**config.mk**
```make
export PLATFORM = sky130hd
export DESIGN_NAME = smm_spr_mul_unit
export DESIGN_NICKNAME = d
export VERILOG_FILES = /design/src/logic/smm_pkg.sv /design/src/logic/smm_spr_mul_unit.sv
export SDC_FILE = /design/constraint.sdc
export NUM_CORES = 2
export LEC_CHECK = 0
export BUFFER_PORTS_ARGS = -buffer_cell sky130_fd_sc_hd__buf_2
export CORE_AREA = 2 2 246 297
export CTS_CLUSTER_SIZE = 30
export DETAILED_ROUTE_END_ITERATION = 16
export DIE_AREA = 0 0 248 299
export GPL_ROUTABILITY_DRIVEN = 0
export PLACE_DENSITY = 0.87
export SLEW_MARGIN = 20
export SYNTH_ARGS = -nofsm -noshare
export SYNTH_HDL_FRONTEND = slang
export SYNTH_SLANG_ARGS = --single-unit
```
**constraint.sdc**
```tcl
create_clock -name ref_clk_i -period 17 [get_ports ref_clk_i]
set_input_delay 1.7 -clock ref_clk_i [delete_from_list [all_inputs] [get_ports ref_clk_i]]
set_output_delay 1.7 -clock ref_clk_i [all_outputs]
set_load 0.005 [all_outputs]
```
**src/logic/smm_pkg.sv**
```systemverilog
package smm_pkg;
    // Instruction word, bit 0 is the most significant bit of the encoding
    localparam logic [5:0] OPC_PRIMARY = 6'h1f;
    localparam logic [9:0] XO_MOVE_SPR = 10'h1d3;
    localparam logic [8:0] XO_LEGACY_MUL = 9'h06b;
    // Special-purpose register numbers, after the half swap
    localparam logic [9:0] SPR_MULT_QUOT = 10'h000;
    localparam logic [9:0] SPR_FIXED_EXC = 10'h001;
    localparam logic [9:0] SPR_DECREMENTER = 10'h016;
    localparam logic [9:0] SPR_RTC_UPPER = 10'h014;
    localparam logic [9:0] SPR_RTC_LOWER = 10'h015;
    // Exception register bits in vector order (bit 0 of the encoding is [31])
    localparam int FXE_SUMMARY_POS = 31;
    localparam int FXE_OVERFLOW_POS = 30;
    localparam int FXE_CARRY_POS = 29;
    localparam logic [31:0] FXE_RESET = 32'h0000_0000;
    // Condition field 0
    localparam int CR_LESS_POS = 3;
    localparam int CR_GREATER_POS = 2;
    localparam int CR_EQUAL_POS = 1;
    localparam int CR_SUMMARY_POS = 0;
    localparam logic [3:0] CR0_RESET = 4'h0;
    // Avalon register map, byte addresses
    localparam logic [3:0] ADDR_CTRL = 4'h0;
    localparam logic [3:0] ADDR_STATUS = 4'h4;
    localparam logic [3:0] ADDR_MULT_QUOT = 4'h8;
    localparam logic [3:0] ADDR_FIXED_EXC = 4'hc;
    localparam int CTRL_LEGACY_POS = 0;
    localparam logic CTRL_LEGACY_RESET = 1'b1;

    typedef struct packed {
        logic        valid;
        logic [4:0]  idx;
        logic [31:0] data;
    } smm_gpr_wr_t;

    typedef struct packed {
        logic        valid;
        logic [9:0]  num;
        logic [31:0] data;
    } smm_spr_wr_t;

    // Registers that need supervisor state for a move-to
    function automatic logic smm_spr_priv(input logic [9:0] num);
        case (num)
            10'h012, 10'h013, SPR_DECREMENTER, 10'h019, 10'h01a, 10'h01b,
            SPR_RTC_UPPER, SPR_RTC_LOWER, 10'h11a, 10'h11c, 10'h11d: return 1'b1;
            default: return (num >= 10'h110 && num <= 10'h113) || (num >= 10'h210 && num <= 10'h21f);
        endcase
    endfunction

    function automatic logic smm_spr_known(input logic [9:0] num, input logic legacy);
        case (num)
            SPR_FIXED_EXC, 10'h008, 10'h009: return 1'b1;
            SPR_MULT_QUOT, SPR_RTC_UPPER, SPR_RTC_LOWER: return legacy;
            default: return smm_spr_priv(num);
        endcase
    endfunction
endpackage

```
**src/logic/smm_spr_mul_unit.sv**
```systemverilog
// Register access over Avalon-MM and the register offsets were left to the implementer.
`timescale 1ns/1ps
// Summary of operation
// - Opcode 31 with extended code 467 copies the source register into the named special register.
// - The special register number is the instruction's 10-bit field with its 5-bit halves swapped.
// - Numbers 0, 1, 8 and 9 need no privilege; the other listed numbers need supervisor state.
// - Moving to the decrementer is privileged in both variants; only the newer variant guards reads of it.
// - Numbers 0, 20 and 21 exist only in the legacy variant.
// - Any unlisted number is an invalid form and updates no register.
// - A special register move leaves the exception register and field 0 alone unless it targets that register.
// - The legacy multiply is opcode 31 with code 107 in bits 22-30, overflow enable at bit 21, record at bit 31.
// - The multiply puts product bits 0-31 in the target register and bits 32-63 in the quotient register.
// - No multiply form alters the carry bit.
// - With overflow enable set and a product that overflows 32 bits, overflow and summary overflow are set.
// - With record set, field 0 compares the low product word with zero and copies summary overflow.
// - Overflow enable clear leaves the exception register alone; record clear leaves field 0 alone.
module smm_spr_mul_unit
(
    // Clock and reset
    input  wire logic                 ref_clk_i,
    input  wire logic                 rst_i,
    // Issue stage
    input  wire logic                 issue_valid_i,
    input  wire logic [31:0]          instr_i,
    input  wire logic                 supervisor_i,
    input  wire logic [31:0]          op_s_i,
    input  wire logic [31:0]          op_a_i,
    input  wire logic [31:0]          op_b_i,
    // Register file writes and exceptions
    output smm_pkg::smm_gpr_wr_t      gpr_wr_o,
    output smm_pkg::smm_spr_wr_t      spr_wr_o,
    output logic [31:0]               mult_quot_o,
    output logic [31:0]               fixed_exc_o,
    output logic [3:0]                cr0_o,
    output logic                      cr0_wr_o,
    output logic                      priv_exc_o,
    output logic                      invalid_form_o,
    // Avalon-MM slave
    input  wire logic [3:0]           avs_address_i,
    input  wire logic                 avs_read_i,
    input  wire logic                 avs_write_i,
    input  wire logic [31:0]          avs_writedata_i,
    input  wire logic [3:0]           avs_byteenable_i,
    output logic [31:0]               avs_readdata_o,
    output logic                      avs_waitrequest_o
);
    logic                 legacy_reg;
    logic [31:0]          multiply_quotient_reg;
    logic [31:0]          fixed_point_exception_reg;
    logic [3:0]           cr0_reg;
    logic [7:0]           exec_cnt_reg;
    logic [7:0]           priv_cnt_reg;
    logic [7:0]           inval_cnt_reg;
    logic                 bus_ack_reg;
    logic [31:0]          rdata_reg;
    logic [31:0]          rdata_next;
    logic                 primary_hit;
    logic                 move_hit;
    logic                 mul_hit;
    logic [9:0]           spr_num;
    logic                 spr_known;
    logic                 spr_denied;
    logic                 move_go;
    logic                 ovf_enable;
    logic                 record_bit;
    logic signed [63:0]   product;
    logic                 mul_ovf;
    logic [31:0]          fxe_mul;
    logic [3:0]           cr_mul;

    assign primary_hit = instr_i[31:26] == smm_pkg::OPC_PRIMARY;
    assign move_hit = issue_valid_i && primary_hit && instr_i[10:1] == smm_pkg::XO_MOVE_SPR;
    assign mul_hit = issue_valid_i && primary_hit && instr_i[9:1] == smm_pkg::XO_LEGACY_MUL;
    assign ovf_enable = instr_i[10];
    assign record_bit = instr_i[0];
    assign spr_num = {instr_i[15:11], instr_i[20:16]};
    assign spr_known = smm_pkg::smm_spr_known(spr_num, legacy_reg);
    // Only move-to is executed here, so the decrementer is always guarded
    assign spr_denied = spr_known && smm_pkg::smm_spr_priv(spr_num) && !supervisor_i;
    assign move_go = move_hit && spr_known && !spr_denied;

    assign product = $signed(op_a_i) * $signed(op_b_i);
    assign mul_ovf = product[63:32] != {32{product[31]}};

    always_comb
    begin
        fxe_mul = fixed_point_exception_reg;
        fxe_mul[smm_pkg::FXE_OVERFLOW_POS] = mul_ovf;
        fxe_mul[smm_pkg::FXE_SUMMARY_POS] = fixed_point_exception_reg[smm_pkg::FXE_SUMMARY_POS] | mul_ovf;
        cr_mul[smm_pkg::CR_LESS_POS] = product[31];
        cr_mul[smm_pkg::CR_GREATER_POS] = !product[31] && (product[31:0] != 32'h0000_0000);
        cr_mul[smm_pkg::CR_EQUAL_POS] = product[31:0] == 32'h0000_0000;
        // Summary copy sees this instruction's own overflow update
        cr_mul[smm_pkg::CR_SUMMARY_POS] = ovf_enable ? fxe_mul[smm_pkg::FXE_SUMMARY_POS]
                                                     : fixed_point_exception_reg[smm_pkg::FXE_SUMMARY_POS];
    end

    always_ff @(posedge ref_clk_i or posedge rst_i)
    begin
        if (rst_i)
            fixed_point_exception_reg <= smm_pkg::FXE_RESET;
        else if (move_go && spr_num == smm_pkg::SPR_FIXED_EXC)
            fixed_point_exception_reg <= op_s_i;
        else if (mul_hit && ovf_enable)
            fixed_point_exception_reg <= fxe_mul;
    end

    always_ff @(posedge ref_clk_i or posedge rst_i)
    begin
        if (rst_i)
            multiply_quotient_reg <= 32'h0000_0000;
        else if (mul_hit)
            multiply_quotient_reg <= product[31:0];
        else if (move_go && spr_num == smm_pkg::SPR_MULT_QUOT)
            multiply_quotient_reg <= op_s_i;
    end

    always_ff @(posedge ref_clk_i or posedge rst_i)
    begin
        if (rst_i)
        begin
            cr0_reg <= smm_pkg::CR0_RESET;
            cr0_wr_o <= 1'b0;
        end
        else
        begin
            cr0_wr_o <= mul_hit && record_bit;
            if (mul_hit && record_bit)
                cr0_reg <= cr_mul;
        end
    end

    always_ff @(posedge ref_clk_i or posedge rst_i)
    begin
        if (rst_i)
        begin
            gpr_wr_o <= '0;
            spr_wr_o <= '0;
        end
        else
        begin
            gpr_wr_o.valid <= mul_hit;
            gpr_wr_o.idx <= instr_i[25:21];
            gpr_wr_o.data <= product[63:32];
            spr_wr_o.valid <= move_go;
            spr_wr_o.num <= spr_num;
            spr_wr_o.data <= op_s_i;
        end
    end

    always_ff @(posedge ref_clk_i or posedge rst_i)
    begin
        if (rst_i)
        begin
            priv_exc_o <= 1'b0;
            invalid_form_o <= 1'b0;
        end
        else
        begin
            priv_exc_o <= move_hit && spr_denied;
            invalid_form_o <= move_hit && !spr_known;
        end
    end

    // Wrapping counters; software samples them twice to get a rate
    always_ff @(posedge ref_clk_i or posedge rst_i)
    begin
        if (rst_i)
        begin
            exec_cnt_reg <= 8'h00;
            priv_cnt_reg <= 8'h00;
            inval_cnt_reg <= 8'h00;
        end
        else
        begin
            if (move_go || mul_hit)
                exec_cnt_reg <= exec_cnt_reg + 8'h01;
            if (move_hit && spr_denied)
                priv_cnt_reg <= priv_cnt_reg + 8'h01;
            if (move_hit && !spr_known)
                inval_cnt_reg <= inval_cnt_reg + 8'h01;
        end
    end

    // One wait state per access; read data is latched while waitrequest is high
    assign avs_waitrequest_o = (avs_read_i || avs_write_i) && !bus_ack_reg;
    assign avs_readdata_o = rdata_reg;

    always_comb
    begin
        case (avs_address_i)
            smm_pkg::ADDR_CTRL:      rdata_next = {31'h0000_0000, legacy_reg};
            smm_pkg::ADDR_STATUS:    rdata_next = {8'h00, inval_cnt_reg, priv_cnt_reg, exec_cnt_reg};
            smm_pkg::ADDR_MULT_QUOT: rdata_next = multiply_quotient_reg;
            smm_pkg::ADDR_FIXED_EXC: rdata_next = fixed_point_exception_reg;
            default:                 rdata_next = 32'h0000_0000;
        endcase
    end

    always_ff @(posedge ref_clk_i or posedge rst_i)
    begin
        if (rst_i)
        begin
            bus_ack_reg <= 1'b0;
            rdata_reg <= 32'h0000_0000;
        end
        else
        begin
            bus_ack_reg <= (avs_read_i || avs_write_i) && !bus_ack_reg;
            if (avs_read_i && !bus_ack_reg)
                rdata_reg <= rdata_next;
        end
    end

    // Changing the variant while instructions flow is allowed; it acts on the next issue
    always_ff @(posedge ref_clk_i or posedge rst_i)
    begin
        if (rst_i)
            legacy_reg <= smm_pkg::CTRL_LEGACY_RESET;
        else if (avs_write_i && bus_ack_reg && avs_address_i == smm_pkg::ADDR_CTRL && avs_byteenable_i[0])
            legacy_reg <= avs_writedata_i[smm_pkg::CTRL_LEGACY_POS];
    end

    assign mult_quot_o = multiply_quotient_reg;
    assign fixed_exc_o = fixed_point_exception_reg;
    assign cr0_o = cr0_reg;
endmodule // smm_spr_mul_unit

```
==> metrics <==
status=complete, no violations; Fin. Hold Viols=0; commonest cells in the netlist=fa_1, inv_1, nand2_1; port buffer count=324; vias in the first global route=38.4k; CP required=17.35 ns; xor and xnor area share after synthesis=1.75%; WL final=127000 um; Final TNS setup=0 ns; biggest regs=spr_wr_o x43, gpr_wr_o x38; Period Utilization, post-route=66.3%; Die Wd=248 um; post-DR vias/cell=6.02; Min-Delay Endpoint=bus_ack_reg; total die area=74200 um2; H-tree depth=1; initial antenna violation count=8; Die Span Y=299 um; Post-Synth Simple-Gate Area=15.5%; synth warn=0; GR peak layer=met2; Clock Pin Slew Worst Setup and Hold Paths=0.08 ns; Hold Path Class=reg -> reg; Yosys cell types=86; cells after synthesis=4591; Via Count=34.1k; Cell Area, Synth=44500 um2; drt wl/cell=22.4 um; Longest Clk Path Bufs=3; met1 usage=41.2%; async set-reset flop share out of synthesis=100%; RSZ-0062 raised after global routing=false; Synth Flop Type=dfrtp_1; Worst setup SP type=input pin; root buffer cell=clkbuf_16; post-synthesis compound-gate area fraction=5.52%; Max-Cap Viols=0; final setup fails=0; setup bufs post-CTS=0; largest cells by area after synthesis=fa_1, dfrtp_1, inv_1, and2_1, ha_1; EDFF count, synth=0; critical path class=in -> reg; drt first pass iters=8; routing usage on met2=59.1%; largest net degree at the start of global routing=79; flops & latches, synth=210; IO Pins=359; largest family of logic cells by synthesized area=adder cells; Final Max Slew Viols=0; Hold-fix buffers, CTS=0; total congestion overflow=0; GRT Total Usage=35.7%; hold path startpoint=bus_ack_reg; sequential fraction of the synthesis area=11.8%; DPL Wire Length=97200 um; initial core utilization=62.3%; Post-Synth Adder-Cell Area=53.9%; Clock Latency Late Sink=0.52 ns; WP data arrival=11.62 ns; Area Overhead vs Synth=6.07%; Max Clock Skew=0.0364 ns; R2R Path Start=legacy_reg; post-synth net total=6034; clk sinks=210; DR iter-0 viols=2863; GR Layer Usage met3=7.54%; Crit Path Max Fanout=32; max reg flops=43; share of layout cells above drive strength 1=9.56%; Synth area leader=fa_1; reg2reg end=mult_quot_o[29]; largest stage delay on the critical path=1.02 ns; Relative slew margins=21.8%; Worst R2R Path Depth=10; r2r setup slk=13.33 ns; Slew @ Worst Pin=1.17 ns; Mapped Avg Cell Area=9.70 um2; # DRC=0; fmax=88.7 MHz; worst hold stages=1; post-synthesis mux area share=1.03%; CP max stage cell=fa_1; final net count=6156; core area=71500 um2; TritonCTS clock tree=done; Crit. End Element=register; cts repair resizes=0; CP most frequent cell=fa_1; share of the synthesized area in the top cell type=48.6%; count leader, synth=fa_1; register name with the most flops=spr_wr_o; antenna viol nets, final=0; row cnt=108; min cycle time layout=11.27 ns; first-pass GRT wire length=203000 um; Num CTS Buffers=19
==> area by class of cell <==
cell class | instances | area (um2)
sequential | 210 | 5260
fill | 5237 | 24300
antenna | 5 | 12.5
clock inverter | 8 | 90.1
inverter | 988 | 3720
multi-input combinational | 3148 | 34600
tap | 935 | 1170
clock buffer | 26 | 562
timing repair buffer | 346 | 1790
==> worst max path at each step <==
stage / from / to / cells past startpoint
2_1_floorplan: op_a_i[31] / fixed_exc_o[31] / 31
3_3_place_gp: op_a_i[31] / fixed_exc_o[30] / 28
3_5_place_dp: op_a_i[31] / fixed_exc_o[30] / 28
4_1_cts: op_a_i[31] / fixed_exc_o[30] / 28
5_1_grt: op_a_i[31] / fixed_exc_o[30] / 30
6_report: op_a_i[31] / fixed_exc_o[31] / 28
==> layout by cell type (no fill, tap or decap), types with 6 or more instances in the layout <==
cell type / instances
a211oi_1: 9
a21o_1: 19
a21oi_1: 113
a22o_1: 28
a22oi_1: 16
a31oi_1: 14
and2_1: 517
and3_1: 13
and4_1: 9
buf_2: 324
buf_4: 22
clkbuf_16: 19
clkbuf_8: 6
dfrtp_1: 209
fa_1: 1082
ha_1: 187
inv_1: 986
mux2_2: 34
mux2i_1: 6
nand2_1: 594
nand2b_1: 12
nand3_1: 19
nand4_1: 28
nor2_1: 111
nor3_1: 16
nor4_1: 13
o211ai_1: 6
o21ai_0: 69
o21ai_1: 11
o21bai_1: 9
o22ai_1: 21
or3_1: 7
xnor2_1: 56
xor2_1: 31
==> worst max-delay path: cells and delay by family <==
kind                       cells  cell delay (ns)
adders and majority gates      9             5.05
AOI/OAI and AO/OA              5             1.28
buffers and inverters          8             1.67
and+or+nand+nor                6             1.85
==> per-stage QoR <==
step	cells	hold slack [ns]	utilization (%)	setup WS, ns	instance area, um2
2_1_floorplan	4591	0.442	-	6.98	44500
3_3_place_gp	5627	0.442	65.1	5.65	46600
3_5_place_dp	5627	0.455	65.1	5.34	46600
4_1_cts	5661	0.467	66.1	5.84	47200
5_1_grt	5663	0.494	66.1	5.18	47200
6_report	5666	0.473	66.1	5.73	47200
==> kinds of logic (layout without fill, tap and decap cells) <==
group                      count (synthesis)  in the layout
and+or+nand+nor                         1379           1379
adders and majority gates               1269           1269
buffers and inverters                   1233           1368
AOI/OAI and AO/OA                        371            371
DFF                                      210            210
xor gates and xnor gates                  88             88
muxes                                     41             41
other                                      0              5
==> metal layers <==
metal	routed length [um]	share of wire (%)
met1	40200	32
met2	62800	50
met3	12600	9.9
met4	11200	8.8
met5	8	0.0063
Power is not shown: default switching activity piles up to over one toggle a cycle in this logic, so the estimate is an artifact.
